`config.mk`:
```
export PLATFORM = sky130hd
export DESIGN_NAME = tpu_trap_unit
export DESIGN_NICKNAME = d
export VERILOG_FILES = /design/src/tpu_pkg.sv /design/src/tpu_trap_unit.sv
export SDC_FILE = /design/constraint.sdc
export NUM_CORES = 1
export LEC_CHECK = 0
export ABC_CLOCK_PERIOD_IN_PS = 4500
export BUFFER_PORTS_ARGS = -buffer_cell sky130_fd_sc_hd__clkbuf_2
export CORE_ASPECT_RATIO = 1.75
export CORE_UTILIZATION = 50
export DETAILED_ROUTE_END_ITERATION = 8
export PLACE_DENSITY_LB_ADDON = 0.12
export SLEW_MARGIN = 20
export SYNTH_ARGS = -nofsm -noshare
export SYNTH_HDL_FRONTEND = slang
export SYNTH_SLANG_ARGS = --single-unit
```
`constraint.sdc`:
```
create_clock -name core_clk_i -period 4.5 [get_ports core_clk_i]
set_input_delay 0.9 -clock core_clk_i [delete_from_list [all_inputs] [get_ports core_clk_i]]
set_output_delay 0.9 -clock core_clk_i [all_outputs]
set_load 0.005 [all_outputs]
```
`src/tpu_pkg.sv`:
```
// Package for the trap priority unit: trap types, register map, field layout, carriers.
// Assumes one 50 MHz core clock; register map reached over classic Wishbone, 32-bit data.
package tpu_pkg;

  // Trap type codes
  localparam logic [7:0] TT_WRITE_ERR   = 8'h2B;
  localparam logic [7:0] TT_FETCH_ERR   = 8'h01;
  localparam logic [7:0] TT_ILLEGAL     = 8'h02;
  localparam logic [7:0] TT_PRIV        = 8'h03;
  localparam logic [7:0] TT_FP_DIS      = 8'h04;
  localparam logic [7:0] TT_CP_DIS      = 8'h24;
  localparam logic [7:0] TT_WATCH       = 8'h0B;
  localparam logic [7:0] TT_WIN_OVF     = 8'h05;
  localparam logic [7:0] TT_WIN_UNF     = 8'h06;
  localparam logic [7:0] TT_REG_ERR     = 8'h20;
  localparam logic [7:0] TT_ALIGN       = 8'h07;
  localparam logic [7:0] TT_FP_EXC      = 8'h08;
  localparam logic [7:0] TT_DATA_ERR    = 8'h09;
  localparam logic [7:0] TT_TAG_OVF     = 8'h0A;
  localparam logic [7:0] TT_DIV_ZERO    = 8'h2A;
  localparam logic [7:0] TT_IRQ_BASE    = 8'h10;
  localparam logic [7:0] TT_SOFT_BASE   = 8'h80;

  // Floating-point trap kinds
  localparam logic [2:0] FTT_NONE       = 3'h0;
  localparam logic [2:0] FTT_IEEE       = 3'h1;
  localparam logic [2:0] FTT_UNFINISHED = 3'h2;
  localparam logic [2:0] FTT_UNIMP      = 3'h3;
  localparam logic [2:0] FTT_SEQ        = 3'h4;

  localparam logic [3:0] IRQ_NMI_LEVEL  = 4'hF;
  localparam logic [1:0] SIZE_WORD      = 2'h2;

  // Register byte offsets
  localparam logic [7:0] OFS_TRAP_BASE  = 8'h00;
  localparam logic [7:0] OFS_WINDOW     = 8'h04;
  localparam logic [7:0] OFS_WIN_MASK   = 8'h08;
  localparam logic [7:0] OFS_PROC_STATE = 8'h0C;
  localparam logic [7:0] OFS_FP_STATE   = 8'h10;
  localparam logic [7:0] OFS_IRQ_PEND   = 8'h14;
  localparam logic [7:0] OFS_IRQ_FORCE  = 8'h18;
  localparam logic [7:0] OFS_IRQ_LEVEL  = 8'h1C;
  localparam logic [7:0] OFS_IRQ_MASK   = 8'h20;
  localparam logic [7:0] OFS_WATCH      = 8'h24;
  localparam logic [7:0] OFS_STATUS     = 8'h28;

  // Field positions
  localparam int TRAP_TYPE_FIELD_LSB   = 4;
  localparam int TBR_BASE_LSB = 12;
  localparam int PS_SUPER_BIT = 0;
  localparam int PS_FP_EN_BIT = 1;
  localparam int PS_PIL_LSB   = 8;
  localparam int FS_FTT_LSB   = 8;
  localparam int ST_LVL_LSB   = 8;

  typedef struct packed {
    logic        instr_valid;
    logic        boundary;
    logic        wr_buf_err;
    logic        fetch_err;
    logic        illegal_op;
    logic        priv_op;
    logic        fp_op;
    logic        cp_op;
    logic        save_op;
    logic        restore_op;
    logic        reg_err;
    logic        mem_op;
    logic        jmp_op;
    logic [1:0]  mem_size;
    logic [31:0] mem_addr;
    logic [31:0] fetch_addr;
    logic [4:0]  fp_ieee_exc;
    logic        fp_unimp;
    logic        fp_unfinished;
    logic        fp_seq_err;
    logic        data_err;
    logic        tag_op;
    logic        tag_ovf;
    logic [1:0]  tag_a;
    logic [1:0]  tag_b;
    logic        div_op;
    logic [31:0] divisor;
    logic        ticc_op;
    logic        ticc_true;
    logic [6:0]  ticc_num;
    logic [31:0] pc;
    logic [31:0] next_program_counter;
  } tpu_event_s;

  typedef struct packed {
    logic        taken;
    logic        is_reset;
    logic        is_irq;
    logic [7:0]  tt;
    logic [31:0] vector;
    logic [31:0] pc;
    logic [31:0] next_program_counter;
  } tpu_trap_s;

endpackage

```
`src/tpu_trap_unit.sv`:
```
// Trap priority unit: classifies traps, picks one, vectors it and selects interrupts.
// Assumes the pipeline presents one instruction's events per cycle, synchronous to core_clk_i.
// Notes on behaviour
// RULE1: Every trap vectors to the trap table at the base, entry chosen by type; the reset trap vectors to the base itself (entry 0).
// RULE2: Taking a trap moves the window pointer on and saves both program counters.
// RULE3: Synchronous traps during their instruction; interrupts only between instructions.
// RULE4: Of simultaneous synchronous traps only the highest priority one is taken.
// RULE5: A reset trap, top priority, follows release of the processor reset.
// RULE6: A reset trap leaves the trap type field untouched.
// RULE7: Buffered store error raises type 0x2B, priority 2.
// RULE8: Instruction fetch error raises type 0x01, priority 3.
// RULE9: Unimplemented or illegal instruction raises type 0x02, priority 5.
// RULE10: Privileged instruction outside supervisor mode raises type 0x03, priority 4.
// RULE11: Floating-point instruction with unit disabled raises type 0x04, priority 6.
// RULE12: Every co-processor instruction raises type 0x24.
// RULE13: Fetch or data address hitting the active watchpoint raises type 0x0B, priority 7.
// RULE14: SAVE into invalid window gives 0x05; RESTORE or RETT gives 0x06; priority 8.
// RULE15: Register file uncorrectable error raises type 0x20, priority 9.
// RULE16: Misaligned access or jump target raises type 0x07, priority 10.
// RULE17: Floating-point exceptions raise type 0x08, priority 11, kind recorded.
// RULE18: Data access error raises type 0x09, priority 13.
// RULE19: Tagged arithmetic overflow or nonzero tag raises type 0x0A, priority 14.
// RULE20: Divide by zero raises type 0x2A, priority 15.
// RULE21: True conditional software trap raises type 0x80 to 0xFF, priority 16.
// RULE22: Up to 15 interrupt requests are prioritised and forwarded to the pipeline.
// RULE23: Highest pending at high level wins; else highest pending at low level.
// RULE24: Interrupt 15 ignores the processor interrupt level threshold.
// RULE25: Acknowledge clears the pending bit, or the force bit if forced.
// RULE26: Non-reset traps write their type into the trap type field.
// RULE27: Interrupt at level n uses trap type 0x10 plus n.
`timescale 1ns/1ps
`default_nettype none

module tpu_trap_unit #(
  parameter int NUM_WIN = 8
) (
  input  wire logic                       core_clk_i,
  input  wire logic                       reset_i,
  input  wire logic                       processor_reset_n_i,
  input  wire tpu_pkg::tpu_event_s        event_i,
  input  wire logic [15:1]                irq_i,
  output logic [3:0]                      irq_level_o,
  output tpu_pkg::tpu_trap_s              trap_o,
  output logic [$clog2(NUM_WIN)-1:0]      current_window_pointer_o,
  input  wire logic                       wb_cyc_i,
  input  wire logic                       wb_stb_i,
  input  wire logic                       wb_we_i,
  input  wire logic [7:0]                 wb_adr_i,
  input  wire logic [3:0]                 wb_sel_i,
  input  wire logic [31:0]                wb_dat_i,
  output logic [31:0]                     wb_dat_o,
  output logic                            wb_ack_o
);

  localparam int WW = $clog2(NUM_WIN);

  function automatic logic [WW-1:0] win_dec(input logic [WW-1:0] w);
    win_dec = (w == '0) ? WW'(NUM_WIN - 1) : WW'(w - 1'b1);
  endfunction

  function automatic logic [WW-1:0] win_inc(input logic [WW-1:0] w);
    win_inc = (w == WW'(NUM_WIN - 1)) ? '0 : WW'(w + 1'b1);
  endfunction

  function automatic logic [31:0] merge(input logic [31:0] o, input logic [31:0] n,
                                        input logic [3:0] s);
    for (int i = 0; i < 4; i++) begin
      merge[i*8 +: 8] = s[i] ? n[i*8 +: 8] : o[i*8 +: 8];
    end
  endfunction

  function automatic logic [3:0] top_bit(input logic [15:1] v);
    top_bit = '0;
    for (int i = 1; i <= 15; i++) begin
      if (v[i]) top_bit = 4'(i);
    end
  endfunction

  function automatic logic [31:0] vec(input logic [19:0] base, input logic [7:0] tt);
    vec = {base, tt, 4'h0};
  endfunction

  // Software-visible state, plus reset edge, bus answer and trap output flops
  logic [19:0]     tbr_base_r;
  logic [7:0]      trap_type_field_r;
  logic [WW-1:0]   cwp_r;
  logic [NUM_WIN-1:0] wim_r;
  logic            supervisor_flag_r;
  logic            fp_enable_r;
  logic [3:0]      pil_r;
  logic [4:0]      fp_tem_r;
  logic [2:0]      fp_ftt_r;
  logic [15:1]     pend_r;
  logic [15:1]     force_r;
  logic [15:1]     level_r;
  logic [15:1]     mask_r;
  logic [31:2]     watch_addr_r;
  logic            watch_en_r;
  logic            proc_prev_r;
  logic            ack_r;
  logic [31:0]     dat_r;
  tpu_pkg::tpu_trap_s trap_r;

  // Bus decode
  logic        req;
  logic [31:0] rd_mux;
  assign req = wb_cyc_i & wb_stb_i & ~ack_r;
  logic [31:0] tbr_wr;
  assign tbr_wr = merge({tbr_base_r, 12'h000}, wb_dat_i, wb_sel_i);

  function automatic logic wr_hit(input logic r, input logic we, input logic [7:0] a,
                                  input logic [7:0] ofs);
    wr_hit = r & we & (a == ofs);
  endfunction

  // Synchronous trap classification
  logic       sync_hit;
  logic [7:0] sync_tt;
  logic [2:0] ftt_kind;
  logic       watch_hit;
  logic       mis_hit;
  logic [1:0] acc_size;
  logic [WW-1:0] save_w;
  logic [WW-1:0] rest_w;

  assign save_w    = win_dec(cwp_r);
  assign rest_w    = win_inc(cwp_r);
  assign watch_hit = watch_en_r & ((event_i.fetch_addr[31:2] == watch_addr_r) |
                     (event_i.mem_op & (event_i.mem_addr[31:2] == watch_addr_r))); // see RULE13
  assign acc_size  = event_i.jmp_op ? tpu_pkg::SIZE_WORD : event_i.mem_size;
  assign mis_hit   = (event_i.mem_op | event_i.jmp_op) &
                     ((event_i.mem_addr[2:0] & ((3'h1 << acc_size) - 3'h1)) != 3'h0); // see RULE16

  // Chain order is priority order, so lower priorities are dropped  // see RULE4
  always_comb begin
    sync_hit = event_i.instr_valid; // see RULE3
    sync_tt  = '0;
    ftt_kind = tpu_pkg::FTT_NONE;
    if (!event_i.instr_valid) begin
      sync_hit = 1'b0;
    end else if (event_i.wr_buf_err) begin
      sync_tt = tpu_pkg::TT_WRITE_ERR; // see RULE7
    end else if (event_i.fetch_err) begin
      sync_tt = tpu_pkg::TT_FETCH_ERR; // see RULE8
    end else if (event_i.priv_op && !supervisor_flag_r) begin
      sync_tt = tpu_pkg::TT_PRIV; // see RULE10
    end else if (event_i.illegal_op) begin
      sync_tt = tpu_pkg::TT_ILLEGAL; // see RULE9
    end else if (event_i.fp_op && !fp_enable_r) begin
      sync_tt = tpu_pkg::TT_FP_DIS; // see RULE11
    end else if (event_i.cp_op) begin
      sync_tt = tpu_pkg::TT_CP_DIS; // see RULE12
    end else if (watch_hit) begin
      sync_tt = tpu_pkg::TT_WATCH; // see RULE13
    end else if (event_i.save_op && wim_r[save_w]) begin
      sync_tt = tpu_pkg::TT_WIN_OVF; // see RULE14
    end else if (event_i.restore_op && wim_r[rest_w]) begin
      sync_tt = tpu_pkg::TT_WIN_UNF; // see RULE14
    end else if (event_i.reg_err) begin
      sync_tt = tpu_pkg::TT_REG_ERR; // see RULE15
    end else if (mis_hit) begin
      sync_tt = tpu_pkg::TT_ALIGN; // see RULE16
    end else if (event_i.fp_op && ((event_i.fp_ieee_exc & fp_tem_r) != '0 ||
                 event_i.fp_unimp || event_i.fp_unfinished || event_i.fp_seq_err)) begin
      sync_tt = tpu_pkg::TT_FP_EXC; // see RULE17
      if (event_i.fp_seq_err) ftt_kind = tpu_pkg::FTT_SEQ;
      else if (event_i.fp_unimp) ftt_kind = tpu_pkg::FTT_UNIMP;
      else if (event_i.fp_unfinished) ftt_kind = tpu_pkg::FTT_UNFINISHED;
      else ftt_kind = tpu_pkg::FTT_IEEE;
    end else if (event_i.data_err) begin
      sync_tt = tpu_pkg::TT_DATA_ERR; // see RULE18
    end else if (event_i.tag_op && (event_i.tag_ovf || event_i.tag_a != '0 ||
                 event_i.tag_b != '0)) begin
      sync_tt = tpu_pkg::TT_TAG_OVF; // see RULE19
    end else if (event_i.div_op && event_i.divisor == '0) begin
      sync_tt = tpu_pkg::TT_DIV_ZERO; // see RULE20
    end else if (event_i.ticc_op && event_i.ticc_true) begin
      sync_tt = tpu_pkg::TT_SOFT_BASE | {1'b0, event_i.ticc_num}; // see RULE21
    end else begin
      sync_hit = 1'b0;
    end
  end

  // Interrupt selection
  logic [15:1] eff;
  logic [3:0]  irq_lvl;
  logic        irq_ok;
  assign eff     = (pend_r | force_r) & ~mask_r; // see RULE22
  assign irq_lvl = (|(eff & level_r)) ? top_bit(eff & level_r) : top_bit(eff & ~level_r); // see RULE23
  assign irq_ok  = event_i.boundary && irq_lvl != '0 &&
                   (irq_lvl == tpu_pkg::IRQ_NMI_LEVEL || irq_lvl > pil_r); // see RULE24
  assign irq_level_o = irq_lvl; // see RULE22

  logic       take_reset;
  logic       take_sync;
  logic       take_irq;
  logic [7:0] take_tt;
  assign take_reset = processor_reset_n_i & ~proc_prev_r; // see RULE5
  assign take_sync  = processor_reset_n_i & ~take_reset & sync_hit;
  assign take_irq   = processor_reset_n_i & ~take_reset & ~sync_hit & irq_ok; // see RULE3
  assign take_tt    = take_sync ? sync_tt : (tpu_pkg::TT_IRQ_BASE + {4'h0, irq_lvl}); // see RULE27

  always_ff @(posedge core_clk_i) begin
    if (reset_i) proc_prev_r <= 1'b0;
    else proc_prev_r <= processor_reset_n_i;
  end

  // Trap base register
  always_ff @(posedge core_clk_i) begin
    if (reset_i) begin
      tbr_base_r        <= '0;
      trap_type_field_r <= '0;
    end else begin
      if (wr_hit(req, wb_we_i, wb_adr_i, tpu_pkg::OFS_TRAP_BASE)) begin
        tbr_base_r <= tbr_wr[31:tpu_pkg::TBR_BASE_LSB];
      end
      if (take_sync || take_irq) trap_type_field_r <= take_tt; // see RULE26 RULE6
    end
  end

  // Window pointer and invalid mask
  always_ff @(posedge core_clk_i) begin
    if (reset_i) begin
      cwp_r <= '0;
      wim_r <= '0;
    end else begin
      if (take_reset || take_sync || take_irq) cwp_r <= save_w; // see RULE2
      else if (event_i.instr_valid && event_i.save_op) cwp_r <= save_w;
      else if (event_i.instr_valid && event_i.restore_op) cwp_r <= rest_w;
      else if (wr_hit(req, wb_we_i, wb_adr_i, tpu_pkg::OFS_WINDOW)) cwp_r <= wb_dat_i[WW-1:0];
      if (wr_hit(req, wb_we_i, wb_adr_i, tpu_pkg::OFS_WIN_MASK)) wim_r <= wb_dat_i[NUM_WIN-1:0];
    end
  end
  assign current_window_pointer_o = cwp_r;

  // Processor and floating-point state
  always_ff @(posedge core_clk_i) begin
    if (reset_i) begin
      supervisor_flag_r <= 1'b1;
      fp_enable_r       <= 1'b0;
      pil_r             <= '0;
      fp_tem_r          <= '0;
      fp_ftt_r          <= tpu_pkg::FTT_NONE;
    end else begin
      if (wr_hit(req, wb_we_i, wb_adr_i, tpu_pkg::OFS_PROC_STATE)) begin
        supervisor_flag_r <= wb_dat_i[tpu_pkg::PS_SUPER_BIT];
        fp_enable_r       <= wb_dat_i[tpu_pkg::PS_FP_EN_BIT];
        pil_r             <= wb_dat_i[tpu_pkg::PS_PIL_LSB +: 4];
      end
      if (take_reset || take_sync || take_irq) supervisor_flag_r <= 1'b1; // see RULE1
      if (wr_hit(req, wb_we_i, wb_adr_i, tpu_pkg::OFS_FP_STATE)) fp_tem_r <= wb_dat_i[4:0];
      if (take_sync && sync_tt == tpu_pkg::TT_FP_EXC) fp_ftt_r <= ftt_kind; // see RULE17
    end
  end

  // Interrupt controller; a new request beats a clear in the same cycle
  logic irq_ack_force;
  assign irq_ack_force = take_irq & force_r[irq_lvl];
  always_ff @(posedge core_clk_i) begin
    if (reset_i) begin
      pend_r  <= '0;
      force_r <= '0;
      level_r <= '0;
      mask_r  <= '1;
    end else begin
      for (int i = 1; i <= 15; i++) begin
        if (irq_i[i] && !mask_r[i]) pend_r[i] <= 1'b1;
        else if ((take_irq && !irq_ack_force && irq_lvl == 4'(i)) || // see RULE25
                 (wr_hit(req, wb_we_i, wb_adr_i, tpu_pkg::OFS_IRQ_PEND) && wb_dat_i[i])) begin
          pend_r[i] <= 1'b0;
        end
        if (wr_hit(req, wb_we_i, wb_adr_i, tpu_pkg::OFS_IRQ_FORCE)) force_r[i] <= wb_dat_i[i];
        else if (irq_ack_force && irq_lvl == 4'(i)) force_r[i] <= 1'b0; // see RULE25
      end
      if (wr_hit(req, wb_we_i, wb_adr_i, tpu_pkg::OFS_IRQ_LEVEL)) level_r <= wb_dat_i[15:1];
      if (wr_hit(req, wb_we_i, wb_adr_i, tpu_pkg::OFS_IRQ_MASK)) mask_r <= wb_dat_i[15:1];
    end
  end

  // Watchpoint
  always_ff @(posedge core_clk_i) begin
    if (reset_i) begin
      watch_addr_r <= '0;
      watch_en_r   <= 1'b0;
    end else if (wr_hit(req, wb_we_i, wb_adr_i, tpu_pkg::OFS_WATCH)) begin
      watch_addr_r <= wb_dat_i[31:2];
      watch_en_r   <= wb_dat_i[0];
    end
  end

  // Trap output; reset vectors to the table base itself
  always_ff @(posedge core_clk_i) begin
    if (reset_i) begin
      trap_r <= '0;
    end else begin
      trap_r.taken    <= take_reset | take_sync | take_irq;
      trap_r.is_reset <= take_reset;
      trap_r.is_irq   <= take_irq;
      trap_r.tt       <= take_reset ? trap_type_field_r : take_tt;
      trap_r.vector   <= take_reset ? vec(tbr_base_r, 8'h00) : vec(tbr_base_r, take_tt); // see RULE1
      trap_r.pc       <= event_i.pc; // see RULE2
      trap_r.next_program_counter      <= event_i.next_program_counter; // see RULE2
    end
  end
  assign trap_o = trap_r;

  // Wishbone read mux and single-cycle answer
  always_comb begin
    rd_mux = '0;
    unique case (wb_adr_i)
      tpu_pkg::OFS_TRAP_BASE:  rd_mux = vec(tbr_base_r, trap_type_field_r);
      tpu_pkg::OFS_WINDOW:     rd_mux[WW-1:0] = cwp_r;
      tpu_pkg::OFS_WIN_MASK:   rd_mux[NUM_WIN-1:0] = wim_r;
      tpu_pkg::OFS_PROC_STATE: begin
        rd_mux[tpu_pkg::PS_SUPER_BIT]    = supervisor_flag_r;
        rd_mux[tpu_pkg::PS_FP_EN_BIT]    = fp_enable_r;
        rd_mux[tpu_pkg::PS_PIL_LSB +: 4] = pil_r;
      end
      tpu_pkg::OFS_FP_STATE:   rd_mux = {21'h0, fp_ftt_r, 3'h0, fp_tem_r};
      tpu_pkg::OFS_IRQ_PEND:   rd_mux[15:1] = pend_r;
      tpu_pkg::OFS_IRQ_FORCE:  rd_mux[15:1] = force_r;
      tpu_pkg::OFS_IRQ_LEVEL:  rd_mux[15:1] = level_r;
      tpu_pkg::OFS_IRQ_MASK:   rd_mux[15:1] = mask_r;
      tpu_pkg::OFS_WATCH:      rd_mux = {watch_addr_r, 1'b0, watch_en_r};
      tpu_pkg::OFS_STATUS:     rd_mux = {20'h0, irq_lvl, trap_r.tt};
      default:                 rd_mux = '0;
    endcase
  end

  // Unmapped addresses still answer, reading zero, so a stray access cannot hang the bus
  always_ff @(posedge core_clk_i) begin
    if (reset_i) begin
      ack_r <= 1'b0;
      dat_r <= '0;
    end else begin
      ack_r <= req;
      if (req && !wb_we_i) dat_r <= rd_mux;
    end
  end
  assign wb_ack_o = ack_r;
  assign wb_dat_o = dat_r;

  // Checks
  property p_reset_trap; // see RULE5
    @(posedge core_clk_i) disable iff (reset_i)
      (processor_reset_n_i && !proc_prev_r) |=> (trap_o.taken && trap_o.is_reset);
  endproperty
  a_reset_trap: assert property (p_reset_trap) else $error("reset trap missing");

  property p_reset_keeps_tt; // see RULE6
    @(posedge core_clk_i) disable iff (reset_i)
      take_reset |=> (trap_type_field_r == $past(trap_type_field_r));
  endproperty
  a_reset_keeps_tt: assert property (p_reset_keeps_tt) else $error("reset changed type");

  property p_tt_written; // see RULE26
    @(posedge core_clk_i) disable iff (reset_i)
      (take_sync || take_irq) |=> (trap_type_field_r == trap_o.tt);
  endproperty
  a_tt_written: assert property (p_tt_written) else $error("type field not written");

  property p_vector; // see RULE1
    @(posedge core_clk_i) disable iff (reset_i)
      (trap_o.taken && !trap_o.is_reset) |-> (trap_o.vector[31:0] == vec(tbr_base_r, trap_o.tt));
  endproperty
  a_vector: assert property (p_vector) else $error("bad handler address");

  property p_window; // see RULE2
    @(posedge core_clk_i) disable iff (reset_i)
      (take_sync || take_irq) |=> (cwp_r == win_dec($past(cwp_r)) && trap_o.pc == $past(event_i.pc));
  endproperty
  a_window: assert property (p_window) else $error("window or pc not saved");

  property p_write_err_first; // see RULE7
    @(posedge core_clk_i) disable iff (reset_i)
      (take_sync && event_i.wr_buf_err) |=> (trap_o.tt == tpu_pkg::TT_WRITE_ERR);
  endproperty
  a_write_err_first: assert property (p_write_err_first) else $error("write error lost");

  property p_irq_between; // see RULE3
    @(posedge core_clk_i) disable iff (reset_i)
      (trap_o.taken && trap_o.is_irq) |-> ($past(event_i.boundary) && !$past(sync_hit));
  endproperty
  a_irq_between: assert property (p_irq_between) else $error("interrupt inside instruction");

  property p_irq15; // see RULE24
    @(posedge core_clk_i) disable iff (reset_i)
      (irq_lvl == tpu_pkg::IRQ_NMI_LEVEL && event_i.boundary && !sync_hit &&
       processor_reset_n_i && proc_prev_r) |=> (trap_o.taken && trap_o.tt == 8'h1F);
  endproperty
  a_irq15: assert property (p_irq15) else $error("level 15 blocked");

  property p_ack_clear; // see RULE25
    @(posedge core_clk_i) disable iff (reset_i)
      (take_irq && !irq_ack_force && !irq_i[irq_lvl]) |=> !pend_r[$past(irq_lvl)];
  endproperty
  a_ack_clear: assert property (p_ack_clear) else $error("pending not cleared");

  property p_div; // see RULE20
    @(posedge core_clk_i) disable iff (reset_i)
      (take_sync && sync_tt == tpu_pkg::TT_DIV_ZERO) |=> (trap_o.tt == 8'h2A) ##1 !trap_o.is_reset;
  endproperty
  a_div: assert property (p_div) else $error("divide trap wrong");

endmodule

`default_nettype wire

```
==> impl_metrics.toml, run 1 <==
[final_layout]
final_net_count = 2175
syn_to_final_growth_pct = 28.66
stdcell_area_sq_um = 16400
final_layout_size_suffix_gt1_share_pct = 29.34

[sta]
final_max_slew_viol_count = 0
rsz0062_at_grt = "no"
tightest_slew_ns = 1.147
fmax_ghz = 0.2338
worst_slew_margin_rel_pct = 22.95
finalCriticalPeriod_ns = 4.276
setup_viol = 0
holdWs_ns = 0.4569
finalHoldViolCount = 0
fin_skew_ns = 0.01275
finalCritPeriodShare_pct = 95.03
setup-tns-final_ns = 0

[yosys]
yosysTopAreaCell = "dfxtp_1"
synth_edf_count = 0
async_reset_ff_share_pct = 0
yosysMostFrequentCell = "dfxtp_1"
synth_flop_cell = "dfxtp_1"
yosysWarnings = 0
synth_area_sq_um = 12750
synth_common_cells = "281 x dfxtp_1, 213 x nand2_1, 94 x nor2_1, 94 x nor2b_1, 86 x a21oi_1"
synth_seq_cells = 281
synth_area_leaders = "dfxtp_1 44%, nand2_1 6.3%, nor2b_1 4.6%, a21oi_1 3.4%, a22oi_1 3.0%"
avgSynthCellArea_sq_um = 8.659
synth_top_area_share_pct = 44.13
syn_inst = 1472
synth_cell_type_count = 81
ys_seq_area_share_pct = 44.13

[clock_network]
cts_htree_levels = 1
cts_setup_buffers = 0
cts-buffers-inserted = 26
path_clk_slew_ns = 0.07
cts_root_buf = "clkbuf_16"
cts_sinks = 281
cts_tree = "built"
clk_path_buf_depth = 3
worstSkewPairLatency_ns = 0.55

[worst_setup_path]
crit_buf_inv = 3
crit_type = "reg2reg"
slowest_stage = "a2111oi_0"
cp_cell_sequence = "o21bai_1 -> a2bb2oi_1 -> buf_4 -> and4_1 -> and2_1 -> a32o_1 -> clkinv_1 -> ha_1 -> nor2b_1 -> o21a_1 -> o21a_1 -> o21ai_0 -> a211oi_4 -> buf_4 -> nand3_1 -> a2111oi_0 -> o2bb2ai_1"
critPathCaptureType = "flop"
required_ns = 4.94
cp_data_arrival_time_ns = 4.71
path_max_fanout = 6
critical-path-top-delay-family = "compound AO/OA/AOI/OAI gates"
worst_path_largest_cell_delay_ns = 0.47
start_kind = "flop"

[placed_design]
placed_cell_area_sq_um = 15500
gp_congestion = 1.010
dpl.hpwl_microns = 41510
portBuffers = 404

[global_route]
first_global_vias = 12740
antenna_found_initial = 5
track_usage_pct = 40.03
grt-ovfl-total = 0
grt_pass1_wl_microns = 76420
grt_start_max_net_pins = 97

[drt]
vias = 13440
vias_per_cell = 5.988
drt_iter0_markers = 1268
dr.pass1.iters = 7
drcViolationCount = 0
antenna_left = 0
wl_per_cell_microns = 23.70
wl_microns = 53190

[power_and_ir_drop]
p_comb_share_pct = 9.0
seq_power_share_pct = 48.1
ir_drop_mv = 0.2640
p_leak_nw = 7.239
netSwitchingFraction_pct = 24.19
internal-power_mw = 4.048
p_sw_mw = 1.292
p_per_area_nw_per_um2 = 325.6
clock_power_share_pct = 42.9

[floorplanning]
die_height_microns = 213.2
fp.coreArea_sq_um = 25150
fp.dieW_microns = 122.7
dieArea_sq_um = 26160
num_io_pins = 412
start_util_pct = 50.69
rows = 77

[run_status]
outcome = "completed"

[worst_hold_path]
min_path_type = "reg2reg"

[flow_run]
drv_cap = 0
==> through the flow <==
stage               utilization (%)  worst slack [ns]  power (mW)  instances
detailed placement            61.64            0.2855       3.093       2190
global placement              61.64            0.2509       3.086       2190
floorplan                         -            0.6840       2.825       1475
finish                        65.22            0.2237       5.340       2244
global route                  65.21           0.01981       5.493       2243
CTS                           65.08            0.2594       5.345       2238
==> tightest hold or removal path, delay by kind of cell, from the launching register on <==
kind / cells / cell delay [ns]
DFF: 1 / 0.31
AOI/OAI and AO/OA: 1 / 0.05
and+or+nand+nor: 1 / 0.05
==> area by class of cell <==
cell class	instances	area, sq um
Fill cell	2186	8746
Multi-Input combinational cell	1075	6748
Sequential cell	281	5625
Timing Repair Buffer	482	2614
Clock buffer	35	715.7
Tap cell	316	395.4
Clock inverter	13	151.4
Inverter	36	135.1
Antenna cell	6	15.01
==> worst paths after layout <==
kind / start / endpoint / slack [ns] / depth (start not counted)
setup / recovery: force_r[8] / force_r[11] / 0.22 / 17
hold reg to reg: wb_dat_o[8] / wb_dat_o[8] / 0.46 / 2
hold / removal: wb_dat_o[8] / wb_dat_o[8] / 0.46 / 2
setup reg to reg: force_r[8] / force_r[11] / 0.22 / 17
==> routing by layer <==
metal | share of wire [%] | vias up | track usage (%)
li1 | - | 6168 | -
met4 | 9.6 | 0 | 34.61
met2 | 49 | 752 | 68.27
met5 | 0 | - | 0
met1 | 34 | 6293 | 41.79
met3 | 7.6 | 225 | 7.051
==> cells by family after synthesis <==
logic type               count (synthesis)  share of synthesized area, %
AO/OA/AOI/OAI                          347                         19.87
XOR/XNOR                                60                         4.123
adder cells (fa/ha/maj)                  8                        0.7853
buffers and inverters                  119                         3.671
flip-flops                             281                         44.13
multiplexers                            43                         3.799
other                                    1                       0.02942
AND/OR/NAND/NOR                        613                         23.59
==> layout by cell type, fill, tap and decap left out, types with 17 or more instances in the layout <==
| cell | instances |
|---|---|
| o21ai_0 | 24 |
| xnor2_1 | 39 |
| a22oi_1 | 50 |
| a21oi_1 | 85 |
| nor4_1 | 17 |
| nand3_1 | 62 |
| dfxtp_1 | 281 |
| buf_4 | 78 |
| clkbuf_2 | 403 |
| nand2_1 | 213 |
| nand4_1 | 29 |
| nor2b_1 | 94 |
| clkbuf_16 | 27 |
| nor2_1 | 89 |
| inv_1 | 35 |
| nor3_1 | 30 |
| mux2i_1 | 36 |
| xor2_1 | 21 |
| a221oi_1 | 32 |
==> flip-flops by register name, indices dropped and copies added, names as in the netlist <==
signal                    count
force_r                      15
wb_ack_o                      1
current_window_pointer_o      3
tbr_base_r                   20
trap_type_field_r             8
wim_r                         8
level_r                      15
pil_r                         4
fp_ftt_r                      3
trap_o                      103
fp_tem_r                      5
watch_en_r                    1
fp_enable_r                   1
wb_dat_o                     32
proc_prev_r                   1
supervisor_flag_r             1
watch_addr_r                 30
mask_r                       15
pend_r                       15
==> power by group through the flow <==
stage / Clock, mW / Sequential [mW] / Combinational [mW]
6_report: 2.29 / 2.57 / 0.478
5_1_grt: 2.40 / 2.57 / 0.518
4_1_cts: 2.30 / 2.57 / 0.474
3_5_place_dp: 0 / 2.62 / 0.469
3_3_place_gp: 0 / 2.62 / 0.464
2_1_floorplan: 0 / 2.62 / 0.203
==> repair_timing <==
item	CTS	global route
endpoints found under the setup margin	0	11
hold buffers	0	0
resized for setup	0	3
hold endpoints to repair	0	0
(Power assumes the default switching activity.)
==> run 2: changes to the inputs <==
- ABC_CLOCK_PERIOD_IN_PS: 4500 -> 4100
- MAX_ROUTING_LAYER: unset -> met4
- clock period: 4.5 -> 4.1 ns (I/O delays scaled with it)
==> impl_metrics.toml, run 2 (synthesis results as in run 1) <==
[sta]
tightest_slew_ns = 0.9224
finalHoldViolCount = 0
worst_slew_margin_rel_pct = 38.50
fin_skew_ns = 0.01848
fin_ws_ns = 0.1531
setup_viol = 0
finalCriticalPeriod_ns = 3.947
final_max_slew_viol_count = 0
finalCritPeriodShare_pct = 96.27
fmax_ghz = 0.2534
setup-tns-final_ns = 0

[floorplanning]
fp.coreArea_sq_um = 25150
die_height_microns = 213.2
start_util_pct = 50.69
rows = 77
fp.dieW_microns = 122.7
dieArea_sq_um = 26160
num_io_pins = 412

[final_layout]
finalNonFillerCells = 2309
syn_to_final_growth_pct = 33.71
utilization_pct = 67.78
final_layout_size_suffix_gt1_share_pct = 32.28
ff_latch_area_sq_um = 5625
layout_common_cells = "403 x clkbuf_2, 281 x dfxtp_1, 213 x nand2_1, 143 x buf_4, 94 x nor2b_1"
n_fill_cell = 2155
largest_reg_flops = 103
final_net_count = 2242
final_common_cell = "clkbuf_2"
multi_input_area_sq_um = 6766

[worst_setup_path]
critPathCaptureType = "primary output"
crit_type = "reg2out"
required_ns = 3.28
r2r-start = "force_r[7]"
critPathCapture = "irq_level_o[0]"
rr_worst_depth = 17
path_max_fanout = 15
r2r-end = "pend_r[13]"
cp_data_arrival_time_ns = 3.13
crit_start = "force_r[11]"
reg2reg_slack_ns = 0.19
start_kind = "flop"

[clock_network]
worstSkewPairLatency_ns = 0.57
path_clk_slew_ns = 0.07
cts_sinks = 281
cts_tree = "built"
clk_path_buf_depth = 3
cts.hold.buffers_added = 0
cts_setup_buffers = 0
cts_htree_levels = 1
cts_root_buf = "clkbuf_16"
cts-buffers-inserted = 26

[placed_design]
placed_cells = 2257
portBuffers = 404
place_ws_ns = -0.03361
dpl.hpwl_microns = 41300
gp_congestion = 1.026

[global_route]
first_global_vias = 13180
grt_start_max_net_pins = 95
antenna_found_initial = 3
grt-ovfl-total = 0
track_usage_pct = 41.01
grt_pass1_wl_microns = 76700

[drt]
drt_iter0_markers = 1391
wl_per_cell_microns = 23.00
wl_microns = 53120
top_layer = "met4"
wl_met1_microns = 18290
wl_met2_microns = 26320
vias_per_cell = 5.913
route.met3.wl_microns = 3901
drcViolationCount = 0
antenna_left = 0
vias = 13650
dr.pass1.iters = 5

[run_status]
outcome = "completed"

[power_and_ir_drop]
ir_drop_mv = 0.2999
p_leak_nw = 7.620
p_total_mw = 6.133
p_per_area_nw_per_um2 = 359.8

[worst_hold_path]
min_path_type = "reg2reg"

[flow_run]
drv_cap = 0
## run 2: final cells by class
cell class,instances,share of cell area (%)
tap,316,2.320
inverter,36,0.7929
antenna,4,0.05873
timing repair buffer,549,18.38
clock buffer,35,4.434
clock inverter,13,1.299
multi-input combinational,1075,39.70
sequential,281,33.01
## run 2: per-stage QoR
stage / hold slack [ns] / instance area, sq um
3_5_place_dp: 0.4462 / 16010
3_3_place_gp: 0.4435 / 15990
2_1_floorplan: 0.4383 / 12760
4_1_cts: 0.4554 / 16990
5_1_grt: 0.4682 / 17040
6_report: 0.4543 / 17040
## run 2: report_power, final
part           internal [mW]  switching, mW
clock network           1.67           1.11
logic                  0.242          0.296
registers               2.79         0.0300
total                   4.70           1.43
## run 2: critical path, stage by stage, from the launching register on
cell	delay, ns
dfxtp_1	0.31
buf_4	0.13
o21bai_1	0.25
buf_4	0.17
o22ai_1	0.13
o31ai_1	0.48
o221ai_1	0.17
buf_4	0.20
nand2_1	0.10
buf_4	0.27
inv_1	0.19
clkbuf_2	0.16
## run 2: what timing repair did
| item | 4_1_cts | 5_1_grt |
|---|---|---|
| gates cloned | 0 | 0 |
| pin swaps | 0 | 1 |
| setup endpoints to repair | 21 | 19 |
| gates resized for setup | 3 | 9 |
## run 2: per-layer routing
metal,global-route usage [%],vias to the layer above
met3,6.143,217
li1,-,6281
met4,32.04,0
met1,42.60,6425
met5,-,-
met2,68.62,730
## run 2: worst min-delay path by stage
| stage | from | endpoint | slack (ns) | depth (start not counted) |
|---|---|---|---|---|
| final | wb_dat_o[9] | wb_dat_o[9] | 0.45 | 2 |
| after CTS | wb_dat_o[9] | wb_dat_o[9] | 0.46 | 2 |
| after floorplan | fp_ftt_r[2] | fp_ftt_r[2] | 0.44 | 2 |
| after detailed placement | wb_dat_o[9] | wb_dat_o[9] | 0.45 | 2 |
| after global placement | wb_dat_o[9] | wb_dat_o[9] | 0.44 | 2 |
| after global routing | wb_dat_o[9] | wb_dat_o[9] | 0.47 | 2 |
==> run 3: changes to the inputs <==
- ABC_CLOCK_PERIOD_IN_PS: 4100 -> 4200
- clock period: 4.1 -> 4.2 ns (I/O delays scaled with it)
==> impl_metrics.toml, run 3 (synthesis results as in run 1) <==
[global_route]
grt-ovfl-total = 0
grt_start_max_net_pins = 150
track_usage_pct = 40.60
first_global_vias = 12870
grt_pass1_wl_microns = 75620
antenna_found_initial = 3

[clock_network]
cts_root_buf = "clkbuf_16"
cts-buffers-inserted = 27
worstSkewPairLatency_ns = 0.56
cts.hold.buffers_added = 0
clk_path_buf_depth = 3
cts_htree_levels = 1
cts_sinks = 281
path_clk_slew_ns = 0.07
cts_tree = "built"

[floorplanning]
rows = 77
fp.coreArea_sq_um = 25150
fp.dieW_microns = 122.7
num_io_pins = 412
die_height_microns = 213.2
dieArea_sq_um = 26160
start_util_pct = 50.69

[run_status]
outcome = "completed"

[final_layout]
multi_input_area_sq_um = 6745
largest_reg_flops = 103
syn_to_final_growth_pct = 29.63
final_layout_size_suffix_gt1_share_pct = 30.13
n_fill_cell = 2251
layout_common_cells = "403 x clkbuf_2, 279 x dfxtp_1, 213 x nand2_1, 94 x nor2b_1, 89 x nor2_1"
final_net_count = 2181
ff_latch_area_sq_um = 5628
utilization_pct = 65.71
final_common_cell = "clkbuf_2"

[placed_design]
place_ws_ns = 0.09556
gp_congestion = 1.153
portBuffers = 404
dpl.hpwl_microns = 40920

[sta]
setup_viol = 0
finalHoldViolCount = 0
finalCriticalPeriod_ns = 3.993
finalCritPeriodShare_pct = 95.06
fin_skew_ns = 0.02249
final_max_slew_viol_count = 0
fmax_ghz = 0.2505
fin_ws_ns = 0.2075
tightest_slew_ns = 0.9549
worst_slew_margin_rel_pct = 35.86

[drt]
antenna_left = 0
drt_iter0_markers = 1301
dr.pass1.iters = 5
wl_per_cell_microns = 23.33
wl_microns = 52440
vias = 13350
vias_per_cell = 5.936
drcViolationCount = 0

[worst_setup_path]
r2r-start = "mask_r[10]"
path_max_fanout = 5
crit_start = "mask_r[10]"
rr_worst_depth = 15
start_kind = "flop"
cp_data_arrival_time_ns = 4.43
reg2reg_slack_ns = 0.21
slowest_stage = "or4_1"
required_ns = 4.64
critPathCaptureType = "flop"
crit_type = "reg2reg"
cp_cell_sequence = "o21ba_2 -> a22oi_2 -> nand2_1 -> or4_1 -> o31ai_2 -> inv_1 -> ha_1 -> a41oi_1 -> o21ai_1 -> a211oi_4 -> buf_12 -> nand3_1 -> buf_4 -> or3_1 -> o22a_1"
worst_path_largest_cell_delay_ns = 0.58
r2r-end = "pend_r[5]"

[power_and_ir_drop]
ir_drop_mv = 0.3543
p_leak_nw = 7.273
p_total_mw = 5.831
p_per_area_nw_per_um2 = 352.9

[flow_run]
drv_cap = 0

[worst_hold_path]
min_to = "wb_dat_o[9]"
min_path_type = "reg2reg"
min_path_cells = 2
hp-start = "wb_dat_o[9]"
run 3: cell types whose count changed in the layout (fill, tap and decap cells not counted), sizes merged:
cell and change:
clkinvlp +4, clkbuf -4, buf -62, inv +1, clkinv +3, bufinv -3
run 3: timing repair:
item,CTS,global route
setup endpoints to repair,0,28
setup buffers,0,2
gates resized for setup,0,10
run 3: how the worst max path moves through the flow:
stage	end	slack [ns]	depth (start not counted)
6_report	pend_r[5]	0.21	15
5_1_grt	force_r[6]	-0.004	15
4_1_cts	pend_r[5]	0.05	14
3_5_place_dp	pend_r[5]	0.1	14
3_3_place_gp	pend_r[5]	0.13	14
2_1_floorplan	pend_r[7]	0.38	14
run 3: per-layer routing:
metal | routed length (microns) | part of all wire, % | GRT usage (%)
met5 | 0 | 0 | -
met3 | 4177 | 8.0 | 6.811
met1 | 17600 | 34 | 41.38
met4 | 4260 | 8.1 | 30.99
met2 | 26400 | 50 | 68.64
run 3: final cells by class:
type                    instances  share of cell area (%)
diodes                          4                 0.06058
clock buffers                  31                   4.362
multi-input cells            1075                   40.83
inverters                      36                  0.8179
well taps                     316                   2.393
clock inverters                18                   1.280
flip-flops and latches        281                   34.06
repair buffers                487                   16.20
run 3: per-stage QoR:
stage / cells / instance area [sq um] / setup TNS, ns / hold slack [ns]
floorplan: 1475 / 12760 / 0 / 0.4383
global placement: 2193 / 15520 / 0 / 0.4454
detailed placement: 2193 / 15520 / 0 / 0.4426
CTS: 2242 / 16460 / 0 / 0.4513
global route: 2247 / 16520 / -0.006216 / 0.4723
finish: 2248 / 16520 / 0 / 0.4503
run 3: critical path: cells and delay by family, from the launching register on:
| family | cells | cell delay (ns) |
|---|---|---|
| buffers and inverters | 3 | 0.49 |
| and+or+nand+nor | 4 | 1.21 |
| DFF | 1 | 0.42 |
| AOI/OAI and AO/OA | 7 | 1.44 |
| adders and majority gates | 1 | 0.32 |
run 3: where the power goes:
group | switching, mW | leakage (nW) | internal (mW) | total, mW
sequential | 0.0294 | 2.29 | 2.72 | 2.75
combinational | 0.287 | 4.54 | 0.235 | 0.522
clock | 1.12 | 0.443 | 1.44 | 2.56
